<file path="src/rtl/sadc_consts.vh">
// Purpose: constants for the converter sequencer
// Assumes: 8-bit register port, 200 MHz system clock
// Notes:   offsets are register indexes on the plain port
`ifndef SADC_CONSTS_VH
`define SADC_CONSTS_VH

// ----------------------------------------
// register offsets
// ----------------------------------------
`define SADC_OFF_CTRL0    4'h0
`define SADC_OFF_CTRL1    4'h1
`define SADC_OFF_RES_HI   4'h2
`define SADC_OFF_RES_LO   4'h3
`define SADC_OFF_TRIG     4'h4
`define SADC_OFF_FLAG     4'h5

// ----------------------------------------
// field positions
// ----------------------------------------
`define SADC_C0_EN        0
`define SADC_C0_GO        1
`define SADC_C0_CHS_LO    2
`define SADC_C1_PREF_LO   0
`define SADC_C1_NREF      2
`define SADC_C1_CS_LO     4
`define SADC_C1_FM        7
`define SADC_FL_DONE      0
`define SADC_FL_IE        1

// ----------------------------------------
// reset values
// ----------------------------------------
`define SADC_RST_CHS      6'h00
`define SADC_RST_CS       3'h0
`define SADC_RST_PREF     2'h0
`define SADC_RST_TRIG     5'h00
`define SADC_RST_RES      8'h00

// ----------------------------------------
// timing counts
// ----------------------------------------
`define SADC_TAD_LAST     4'hb
`define SADC_INSTR_CYC    3'h4
`define SADC_DIV2_TOP     6'h01
`define SADC_DIV4_TOP     6'h03
`define SADC_DIV8_TOP     6'h07
`define SADC_DIV16_TOP    6'h0f
`define SADC_DIV32_TOP    6'h1f
`define SADC_DIV64_TOP    6'h3f
`define SADC_MSB_TRIAL    10'h200
`define SADC_TRIG_SRCS    17

`endif

</file>
<file path="src/rtl/sadc_sequencer.v">
// Purpose: sequencing logic of a 10-bit successive-approximation converter
// Assumes: all inputs synchronous to clk_sys, rc_clk_in sampled as a level
// Notes:   analog side is a comparator input and a trial code output
//
// Decided for this implementation: the plain strobed port and the placing of the registers.
`timescale 1ns/1ps
`include "sadc_consts.vh"

module sadc_sequencer (
    input  wire        clk_sys,
    input  wire        rst,
    input  wire [3:0]  reg_addr,
    input  wire [7:0]  reg_wdata,
    input  wire        reg_wr,
    input  wire        reg_rd,
    output wire [7:0]  reg_rdata,
    input  wire        cmp_in,
    input  wire        rc_clk_in,
    input  wire        sleep_in,
    input  wire        periph_irq_en,
    input  wire        global_irq_en,
    input  wire [16:0] trig_src,
    output wire [5:0]  chan_sel,
    output wire [1:0]  pos_ref_sel,
    output wire        neg_ref_sel,
    output wire [9:0]  dac_trial,
    output wire        sample_hold,
    output wire        conv_power,
    output wire        wake_pulse,
    output wire        irq_vector
);

// ----------------------------------------
// states
// ----------------------------------------
localparam ST_IDLE  = 2'd0;
localparam ST_DELAY = 2'd1;
localparam ST_CONV  = 2'd2;

// ----------------------------------------
// registers
// ----------------------------------------
reg [1:0] state_reg, state_next;
reg [5:0] chs_reg, chs_next;
reg       en_reg, en_next;
reg       fm_reg, fm_next;
reg [2:0] cs_reg, cs_next;
reg       nref_reg, nref_next;
reg [1:0] pref_reg, pref_next;
reg [4:0] trig_reg, trig_next;
reg       flag_reg, flag_next;
reg       ie_reg, ie_next;
reg [7:0] rhi_reg, rhi_next;
reg [7:0] rlo_reg, rlo_next;
reg [9:0] sar_reg, sar_next;
reg [9:0] trial_reg, trial_next;
reg [9:0] mask_reg, mask_next;
reg       last_reg, last_next;
reg [3:0] tad_reg, tad_next;
reg [5:0] div_reg, div_next;
reg [2:0] dly_reg, dly_next;
reg       pwroff_reg, pwroff_next;
reg       rc_prev_reg;
reg       slp_prev_reg;
reg       tprev_reg;
reg [7:0] rdata_reg, rdata_next;
reg       sh_reg;
reg       pwr_reg;
reg       wake_reg;
reg       vec_reg;

// ----------------------------------------
// decode and helpers
// ----------------------------------------
wire wr0 = reg_wr & (reg_addr == `SADC_OFF_CTRL0);
wire wr1 = reg_wr & (reg_addr == `SADC_OFF_CTRL1);
wire wrt = reg_wr & (reg_addr == `SADC_OFF_TRIG);
wire wrf = reg_wr & (reg_addr == `SADC_OFF_FLAG);

wire busy   = (state_reg != ST_IDLE);
wire use_rc = (cs_reg[1:0] == 2'b11);
wire rc_tick = rc_clk_in & ~rc_prev_reg;
wire slp_enter = sleep_in & ~slp_prev_reg;

// divider terminal count per clock select
reg [5:0] div_top;
always @* begin
    case (cs_reg)
        3'b000:  div_top = `SADC_DIV2_TOP;
        3'b100:  div_top = `SADC_DIV4_TOP;
        3'b001:  div_top = `SADC_DIV8_TOP;
        3'b101:  div_top = `SADC_DIV16_TOP;
        3'b010:  div_top = `SADC_DIV32_TOP;
        3'b110:  div_top = `SADC_DIV64_TOP;
        default: div_top = `SADC_DIV64_TOP;
    endcase
end

wire tad_tick = use_rc ? rc_tick : (div_reg == div_top);

// trigger select: code 0 is no source, 1..17 pick a source
reg trig_now;
always @* begin
    trig_now = 1'b0;
    if ((trig_reg != 5'h00) && (trig_reg <= 5'h11)) begin
        trig_now = trig_src[trig_reg - 5'h01];
    end
end
wire trig_edge = trig_now & ~tprev_reg;

// ----------------------------------------
// partial result fill
// ----------------------------------------
// unresolved bits copy the last resolved bit; after a full run the
// mask is empty, so the same path serves completion and abort
wire [9:0] fill;
genvar gi;
generate
    for (gi = 0; gi < 10; gi = gi + 1) begin : g_fill
        assign fill[gi] = mask_reg[gi] ? last_reg : sar_reg[gi];
    end
endgenerate

// ----------------------------------------
// start, abort and sequencing
// ----------------------------------------
// starts are refused while powered down in sleep, and a go in the
// same write as enable is refused because the old enable is read
wire ok_start = ~busy & en_reg & ~pwroff_reg;
wire sw_start = wr0 & reg_wdata[`SADC_C0_GO] & ok_start;
wire hw_start = trig_edge & ~sleep_in & ok_start;
wire sw_abort = wr0 & ~reg_wdata[`SADC_C0_GO] & busy;
wire kill     = busy & ((wr0 & ~reg_wdata[`SADC_C0_EN])
                | (slp_enter & ~use_rc));

reg complete;
reg load_res;
always @* begin
    state_next = state_reg;
    sar_next   = sar_reg;
    trial_next = trial_reg;
    mask_next  = mask_reg;
    last_next  = last_reg;
    tad_next   = tad_reg;
    dly_next   = dly_reg;
    div_next   = (tad_tick | ~busy) ? 6'h00 : div_reg + 6'h01;
    complete   = 1'b0;
    load_res   = 1'b0;
    case (state_reg)
        ST_IDLE: begin
            if (sw_start | hw_start) begin
                sar_next   = 10'h000;
                trial_next = 10'h000;
                mask_next  = 10'h3ff;
                last_next  = 1'b0;
                tad_next   = 4'h0;
                dly_next   = `SADC_INSTR_CYC - 3'h1;
                state_next = use_rc ? ST_DELAY : ST_CONV;
            end
        end
        ST_DELAY: begin
            // one instruction cycle so a sleep can be issued first
            div_next = 6'h00;
            if (dly_reg == 3'h0) begin
                state_next = ST_CONV;
            end else begin
                dly_next = dly_reg - 3'h1;
            end
        end
        ST_CONV: begin
            if (tad_tick) begin
                tad_next = tad_reg + 4'h1;
                if (tad_reg == 4'h0) begin
                    trial_next = `SADC_MSB_TRIAL;
                    sar_next   = `SADC_MSB_TRIAL;
                end else if (tad_reg == `SADC_TAD_LAST) begin
                    complete   = 1'b1;
                    load_res   = 1'b1;
                    state_next = ST_IDLE;
                end else begin
                    // keep or drop the trial bit, then try the next one
                    sar_next   = (cmp_in ? sar_reg : (sar_reg & ~trial_reg))
                                 | (trial_reg >> 1);
                    last_next  = cmp_in;
                    mask_next  = mask_reg & ~trial_reg;
                    trial_next = trial_reg >> 1;
                end
            end
        end
        default: begin
            state_next = ST_IDLE;
        end
    endcase
    // aborts outrank sequencing; a kill leaves the results alone
    if (kill) begin
        state_next = ST_IDLE;
        complete   = 1'b0;
        load_res   = 1'b0;
    end else if (sw_abort) begin
        state_next = ST_IDLE;
        complete   = 1'b0;
        load_res   = 1'b1;
    end
end

// ----------------------------------------
// software registers and flags
// ----------------------------------------
always @* begin
    chs_next  = chs_reg;
    en_next   = en_reg;
    fm_next   = fm_reg;
    cs_next   = cs_reg;
    nref_next = nref_reg;
    pref_next = pref_reg;
    trig_next = trig_reg;
    ie_next   = ie_reg;
    rhi_next  = rhi_reg;
    rlo_next  = rlo_reg;
    if (wr0) begin
        chs_next = reg_wdata[7:`SADC_C0_CHS_LO];
        en_next  = reg_wdata[`SADC_C0_EN];
    end
    if (wr1) begin
        fm_next   = reg_wdata[`SADC_C1_FM];
        cs_next   = reg_wdata[`SADC_C1_CS_LO+2:`SADC_C1_CS_LO];
        nref_next = reg_wdata[`SADC_C1_NREF];
        pref_next = reg_wdata[`SADC_C1_PREF_LO+1:`SADC_C1_PREF_LO];
    end
    if (wrt) begin
        trig_next = reg_wdata[4:0];
    end
    if (wrf) begin
        ie_next = reg_wdata[`SADC_FL_IE];
    end
    if (load_res) begin
        if (fm_reg) begin
            rhi_next = {6'h00, fill[9:8]};
            rlo_next = fill[7:0];
        end else begin
            rhi_next = fill[9:2];
            rlo_next = {fill[1:0], 6'h00};
        end
    end
    // a completion in the clearing cycle keeps the flag set
    flag_next = complete
                | (flag_reg & ~(wrf & ~reg_wdata[`SADC_FL_DONE]));
end

// ----------------------------------------
// sleep power control
// ----------------------------------------
always @* begin
    pwroff_next = pwroff_reg;
    if (~sleep_in) begin
        pwroff_next = 1'b0;
    end else if (slp_enter & ~use_rc) begin
        pwroff_next = 1'b1;
    end else if (complete & use_rc & ~ie_reg) begin
        pwroff_next = 1'b1;
    end
end

// ----------------------------------------
// read port
// ----------------------------------------
always @* begin
    rdata_next = 8'h00;
    if (reg_rd) begin
        case (reg_addr)
            `SADC_OFF_CTRL0:  rdata_next = {chs_reg, busy, en_reg};
            `SADC_OFF_CTRL1:  rdata_next = {fm_reg, cs_reg, 1'b0,
                                            nref_reg, pref_reg};
            `SADC_OFF_RES_HI: rdata_next = rhi_reg;
            `SADC_OFF_RES_LO: rdata_next = rlo_reg;
            `SADC_OFF_TRIG:   rdata_next = {3'h0, trig_reg};
            `SADC_OFF_FLAG:   rdata_next = {6'h00, ie_reg, flag_reg};
            default:          rdata_next = 8'h00;
        endcase
    end
end

// ----------------------------------------
// state update
// ----------------------------------------
// reset puts every register in its idle value and stops any run
always @(posedge clk_sys or posedge rst) begin
    if (rst) begin
        state_reg    <= ST_IDLE;
        chs_reg      <= `SADC_RST_CHS;
        en_reg       <= 1'b0;
        fm_reg       <= 1'b0;
        cs_reg       <= `SADC_RST_CS;
        nref_reg     <= 1'b0;
        pref_reg     <= `SADC_RST_PREF;
        trig_reg     <= `SADC_RST_TRIG;
        flag_reg     <= 1'b0;
        ie_reg       <= 1'b0;
        rhi_reg      <= `SADC_RST_RES;
        rlo_reg      <= `SADC_RST_RES;
        sar_reg      <= 10'h000;
        trial_reg    <= 10'h000;
        mask_reg     <= 10'h3ff;
        last_reg     <= 1'b0;
        tad_reg      <= 4'h0;
        div_reg      <= 6'h00;
        dly_reg      <= 3'h0;
        pwroff_reg   <= 1'b0;
        rc_prev_reg  <= 1'b0;
        slp_prev_reg <= 1'b0;
        tprev_reg    <= 1'b0;
        rdata_reg    <= 8'h00;
        sh_reg       <= 1'b1;
        pwr_reg      <= 1'b0;
        wake_reg     <= 1'b0;
        vec_reg      <= 1'b0;
    end else begin
        state_reg    <= state_next;
        chs_reg      <= chs_next;
        en_reg       <= en_next;
        fm_reg       <= fm_next;
        cs_reg       <= cs_next;
        nref_reg     <= nref_next;
        pref_reg     <= pref_next;
        trig_reg     <= trig_next;
        flag_reg     <= flag_next;
        ie_reg       <= ie_next;
        rhi_reg      <= rhi_next;
        rlo_reg      <= rlo_next;
        sar_reg      <= sar_next;
        trial_reg    <= trial_next;
        mask_reg     <= mask_next;
        last_reg     <= last_next;
        tad_reg      <= tad_next;
        div_reg      <= div_next;
        dly_reg      <= dly_next;
        pwroff_reg   <= pwroff_next;
        rc_prev_reg  <= rc_clk_in;
        slp_prev_reg <= sleep_in;
        tprev_reg    <= trig_now;
        rdata_reg    <= rdata_next;
        sh_reg       <= (state_next != ST_CONV);
        pwr_reg      <= en_next & ~pwroff_next;
        wake_reg     <= complete & ie_reg & sleep_in;
        vec_reg      <= flag_next & ie_next & periph_irq_en
                        & global_irq_en;
    end
end

// ----------------------------------------
// outputs
// ----------------------------------------
assign reg_rdata   = rdata_reg;
assign chan_sel    = chs_reg;
assign pos_ref_sel = pref_reg;
assign neg_ref_sel = nref_reg;
assign dac_trial   = sar_reg;
assign sample_hold = sh_reg;
assign conv_power  = pwr_reg;
assign wake_pulse  = wake_reg;
assign irq_vector  = vec_reg;

endmodule // sadc_sequencer

</file>
<file path="config.mk">
export PLATFORM = sky130hd
export DESIGN_NAME = sadc_sequencer
export DESIGN_NICKNAME = d
export VERILOG_FILES = /design/src/rtl/sadc_sequencer.v
export VERILOG_INCLUDE_DIRS = /design/src /design/src/rtl
export SDC_FILE = /design/constraint.sdc
export NUM_CORES = 1
export LEC_CHECK = 0
export CAP_MARGIN = 20
export CELL_PAD_IN_SITES_DETAIL_PLACEMENT = 1
export CELL_PAD_IN_SITES_GLOBAL_PLACEMENT = 1
export CORE_MARGIN = 4
export CORE_UTILIZATION = 57
export CTS_BUF_LIST = sky130_fd_sc_hd__clkbuf_8
export CTS_CLUSTER_DIAMETER = 40
export DETAILED_ROUTE_END_ITERATION = 7
export DONT_BUFFER_PORTS = 1
export PLACE_DENSITY = 0.89
export SLEW_MARGIN = 10
export SYNTH_ARGS = -nofsm -noshare
export SYNTH_HDL_FRONTEND = slang
export SYNTH_SLANG_ARGS = --single-unit
</file>
<file path="constraint.sdc">
create_clock -name clk_sys -period 8.1 [get_ports clk_sys]
set_input_delay 0.405 -clock clk_sys [delete_from_list [all_inputs] [get_ports clk_sys]]
set_output_delay 0.405 -clock clk_sys [all_outputs]
set_load 0.01 [all_outputs]
</file>
# == After elaboration in Yosys (flattened, before gate mapping) ==
# Cells that the tools add are included.
# W data, S select, Z words.
# word_totals
word_cells,186
out_inout_bits,31
inputBits,38
ff_bits,99
# op_classes
addsub,4
eq_ne,21
order_cmp,2
n_mux,69
n_reduce_logical,14
bitwise_logic,48
# ops
op,count
$mux W10,12
$pmux W10 S2,3
$pmux W8 S6,1
$mux W1,30
$pmux W6 S5,1
$and A1 B1 Y1,28
$mux W8,3
$and A10 B10 Y10,2
$mux W2,8
$mux W6,2
$ne A2 B2 Y1 const B,6
$not A1 Y1,12
$not A10 Y10,1
$or A10 B9 Y10,1
$eq A4 B2 Y1 const B,2
$eq A4 B3 Y1 const B,2
$logic_not A4 Y1,2
$mux W4,2
$pmux W4 S2,1
$add A6 B1 Y6 const B,1
$eq A3 B3 Y1 const B,2
$eq A6 B6 Y1,1
$logic_not A3 Y1,2
$lt A5 B6 Y1 const B,1
24 further kinds,32

# == Longest topological paths before layout ==
# logic_depth
word_depth,15
depth_mapped,10
ltp_nobuf,8

# == Least setup slack after synthesis ==
# OpenSTA, ideal clock, no wires.
# synth_path
kind,reg-to-reg
from,reg trig_reg[0]
to,reg trial_reg[9]
setup_time_ns,0.125
n_path_buf,1
path_stages_with_launch,10
period_less_slack_ns,2.371
t_arrival_ns,2.247
path_slack_ns,5.729
t_required_ns,7.975
path_cell_list,dfrtp_1 > buf_4 > inv_1 > ha_1 > mux4_2 > mux2i_1 > o31a_1 > nor4_4 > nor2_2 > mux2_2
# synth_via
elab_chain_cells,10
elab_cells_between_ends,13
cone_classes,1 x add/sub; 1 x order compare; 1 x eq/ne; 3 x mux; 4 x bitwise; 3 x reduce/logical
# synth_rtl
item,line,source
start: declaration,sadc_sequencer.v:50,"reg [4:0] trig_reg, trig_next;"
start signal: assignment,sadc_sequencer.v:296,trig_reg <= `SADC_RST_TRIG;
start signal: assignment,sadc_sequencer.v:325,trig_reg <= trig_next;
$sub A5 B1 Y5,sadc_sequencer.v:106,trig_now = trig_src[trig_reg - 5'h01];
$bmux W1 S5,sadc_sequencer.v:106,
$mux W1 (implied by the code),sadc_sequencer.v:106,
$mux W1 *,sadc_sequencer.v:105,if ((trig_reg != 5'h00) && (trig_reg <= 5'h11)) begin
$and A1 B1 Y1 *,sadc_sequencer.v:109,wire trig_edge = trig_now & ~tprev_reg;
$and A1 B1 Y1 * (2 in a row),sadc_sequencer.v:131,wire hw_start = trig_edge & ~sleep_in & ok_start;
$or A1 B1 Y1 *,sadc_sequencer.v:151,if (sw_start | hw_start) begin
$ne A2 B2 Y1 (no line) *,-,
$reduce_and A4 Y1 (no line) *,-,
end signal: assignment,sadc_sequencer.v:331,trial_reg <= trial_next;
end: declaration,sadc_sequencer.v:56,"reg [9:0] trial_reg, trial_next;"
# Mark *: on every way between the ends. The rest lies on a longest branch, timed or not. The select of a mux whose other input is x is not followed.
# A chain may end at the register's enable or synchronous reset.

# == Final worst setup path ==
# layout_path
from,reg trig_reg[0]
to,reg mask_reg[5]
# layout_via
elab_chain_cells,10
elab_cells_between_ends,13
cone_classes,1 x add/sub; 1 x order compare; 1 x eq/ne; 3 x mux; 4 x bitwise; 3 x reduce/logical
# layout_rtl
item,line,source
$sub A5 B1 Y5,sadc_sequencer.v:106,
$bmux W1 S5,sadc_sequencer.v:106,
$mux W1 (implied by the code),sadc_sequencer.v:106,
$mux W1 *,sadc_sequencer.v:105,
$and A1 B1 Y1 *,sadc_sequencer.v:109,
$and A1 B1 Y1 * (2 in a row),sadc_sequencer.v:131,
$or A1 B1 Y1 *,sadc_sequencer.v:151,
$ne A2 B2 Y1 (no line) *,-,
$reduce_and A5 Y1 (no line) *,-,
end signal: assignment,sadc_sequencer.v:332,mask_reg <= mask_next;
end: declaration,sadc_sequencer.v:57,"reg [9:0] mask_reg, mask_next;"
# Marks and branches as above.

==> results.json <==
{
  "min-delay-start": "rc_clk_in",
  "seq_area_frac_synth": 0.4848,
  "drt_iter0_markers": 121,
  "hold-worst-slack_ps": 55.61,
  "cts.sinks": 99,
  "slew_headroom": 0.3948,
  "die-area_um2": 10600,
  "synth.area.top_cells": "dfrtp_1, mux2_2, dfstp_2",
  "status": "finished clean",
  "synthesis.area_um2": 5139,
  "tightest_slew_ps": 901.0,
  "crit_path_end_kind": "register",
  "ir_worst_vdd_mv": 0.1496,
  "fmax_ghz": 0.3017,
  "die_y_um": 103.0,
  "total_power_mw": 1.430,
  "dieWidth_um": 103.0,
  "start_util": 0.5864,
  "cts_setup_buffers": 0,
  "power.density_nw_per_um2": 265.3,
  "cts-root-buf": "clkbuf_8",
  "drc": 0,
  "mostFrequentLayoutCells": "dfrtp_1, nor2_1, mux2_2",
  "min_path_type": "input pin to register",
  "crit_type": "register to register",
  "ys_types": 62,
  "area_growth_pct": 4.918,
  "utilization": 0.6152,
  "firstDrtPassIters": 5,
  "rsz0062_at_grt": "no",
  "yosysWarnings": 0,
  "ys.flop_type": "dfrtp_1",
  "avgSynthCellArea_um2": 11.57,
  "period_share": 0.4093,
  "ys_ff_latch": 99,
  "grt_pass1_wl_mm": 20.41,
  "crit_start": "trig_reg[0]",
  "final_common_cell": "dfrtp_1",
  "grt_pass1_vias": 3847,
  "clock_latency_ps": 370,
  "post_drt_via_cell_ratio": 6.516,
  "num_io_pins": 69,
  "wl_mm": 12.58,
  "finalNetCount": 483,
  "max-cap-violations": 0,
  "dr_total_vias": 3584,
  "cts-buffers-inserted": 9,
  "r2r_start": "trig_reg[0]",
  "dp_slack_ps": 4791,
  "p_leak_nw": 2.354,
  "postSynth.asyncResetShare": 1.000,
  "synth_nets": 490,
  "cts_tree": "built",
  "gr-total-overflow": 0,
  "place_congestion": 0.8440,
  "finalSetupViolCount": 0,
  "synth_top_area_frac": 0.4285,
  "io_buffer_count": 0,
  "clock-skew-final_ps": 18.97,
  "tns_ps": 0,
  "hpwl_mm": 9.189,
  "drive_gt1_frac": 0.2104,
  "fillers": 886,
  "rows": 34,
  "grt_antenna_before_repair": 0,
  "yosysTopAreaCell": "dfrtp_1",
  "path_clk_slew_ps": 110,
  "arrival_ps": 3620,
  "required_ps": 8410,
  "post-route-min-period_ps": 3315,
  "cp-start-kind": "register",
  "cts.path.max_buffers": 2,
  "grt_max_degree": 82,
  "grt_usage": 0.2517,
  "setup_slack_ps": 4785,
  "synthCells": 444,
  "drv_slew": 0,
  "core_area_um2": 8763,
  "ant_nets": 0,
  "htreeDepth": 3,
  "path_max_fanout": 17,
  "synth_edf_count": 0,
  "n_antenna_cell": 0,
  "wire_per_inst_um": 22.88,
  "hold_violations": 0
}
==> per-layer routing <==
metal	vias up	global-route usage	routed length (µm)
met3	19	0.06022	672
met2	117	0.4312	6307
li1	1592	-	-
met5	-	0	0
met1	1856	0.3174	5360
met4	0	0.07371	242
==> timing repair <==
item | 4_1_cts | 5_1_grt
resized for setup | 0 | 0
hold buffers | 1 | 0
hold endpoints to repair | 18 | 0
==> worst max-delay path, cell delays in order (launching register included) <==
cell and delay [ps]:
dfrtp_1 620, inv_1 160, ha_1 320, xor2_1 280, mux2i_1 130, o21a_1 160
nor4_4 800, nand2b_1 550, a2bb2oi_1 230
==> final timing paths <==
kind / to / slack [ps] / cells after the start
max in group asynchronous: mask_reg[7] / 6720 / 4
setup / recovery: mask_reg[5] / 4780 / 8
hold / removal: rc_prev_reg / 60 / 0
setup reg to reg: mask_reg[5] / 4780 / 8
min in group asynchronous: trial_reg[6] / 430 / 2
hold reg to reg: mask_reg[4] / 520 / 1
==> area by class of cell <==
| class | instances | area (µm²) | area share |
|---|---|---|---|
| Timing Repair Buffer | 5 | 57.56 | 0.01068 |
| Clock buffer | 9 | 123.9 | 0.02298 |
| Sequential cell | 99 | 2491 | 0.4621 |
| Clock inverter | 7 | 56.30 | 0.01044 |
| Tap cell | 108 | 135.1 | 0.02506 |
| Inverter | 20 | 77.57 | 0.01439 |
| Multi-Input combinational cell | 302 | 2450 | 0.4544 |
==> report_power, final <==
part	switching, mW	internal [mW]	total, mW	leakage (nW)
logic	0.191	0.197	0.388	0.977
clock network	0.183	0.116	0.299	0.0910
registers	0.139	0.604	0.743	1.29
==> kinds of logic (layout without fill, tap and decap cells) <==
family	count (synthesis)	in the layout	synth area share
AO/OA/AOI/OAI	91	91	0.1349
flip-flops	99	99	0.4848
AND/OR/NAND/NOR	127	127	0.1317
buffers and inverters	43	41	0.03944
adder cells (fa/ha/maj)	8	8	0.01948
XOR/XNOR	8	8	0.01363
multiplexers	68	68	0.1760
==> synthesized netlist by cell type (3+ instances only) <==
library cell / count
dfrtp_1: 88
nor2_1: 40
mux2_2: 29
o21ai_0: 24
a22o_1: 20
inv_1: 20
mux2i_1: 18
nand2_1: 18
nor2b_1: 13
nor3_1: 13
clkbuf_1: 11
dfstp_2: 11
mux4_2: 11
mux2_4: 10
a2bb2oi_1: 9
ha_1: 8
nand2b_1: 8
nor3b_1: 8
a21oi_1: 6
a211oi_1: 5
nand3_1: 5
nand3b_1: 5
buf_2: 4
xnor2_1: 4
xor2_1: 4
a21o_1: 3
buf_4: 3
==> metrics by stage <==
| stage | instances | area, µm² |
|---|---|---|
| floorplan | 444 | 5139 |
| global placement | 531 | 5169 |
| detailed placement | 531 | 5169 |
| CTS | 548 | 5359 |
| global route | 550 | 5391 |
| finish | 550 | 5391 |
Note: power is estimated with default switching activity, not from simulation.
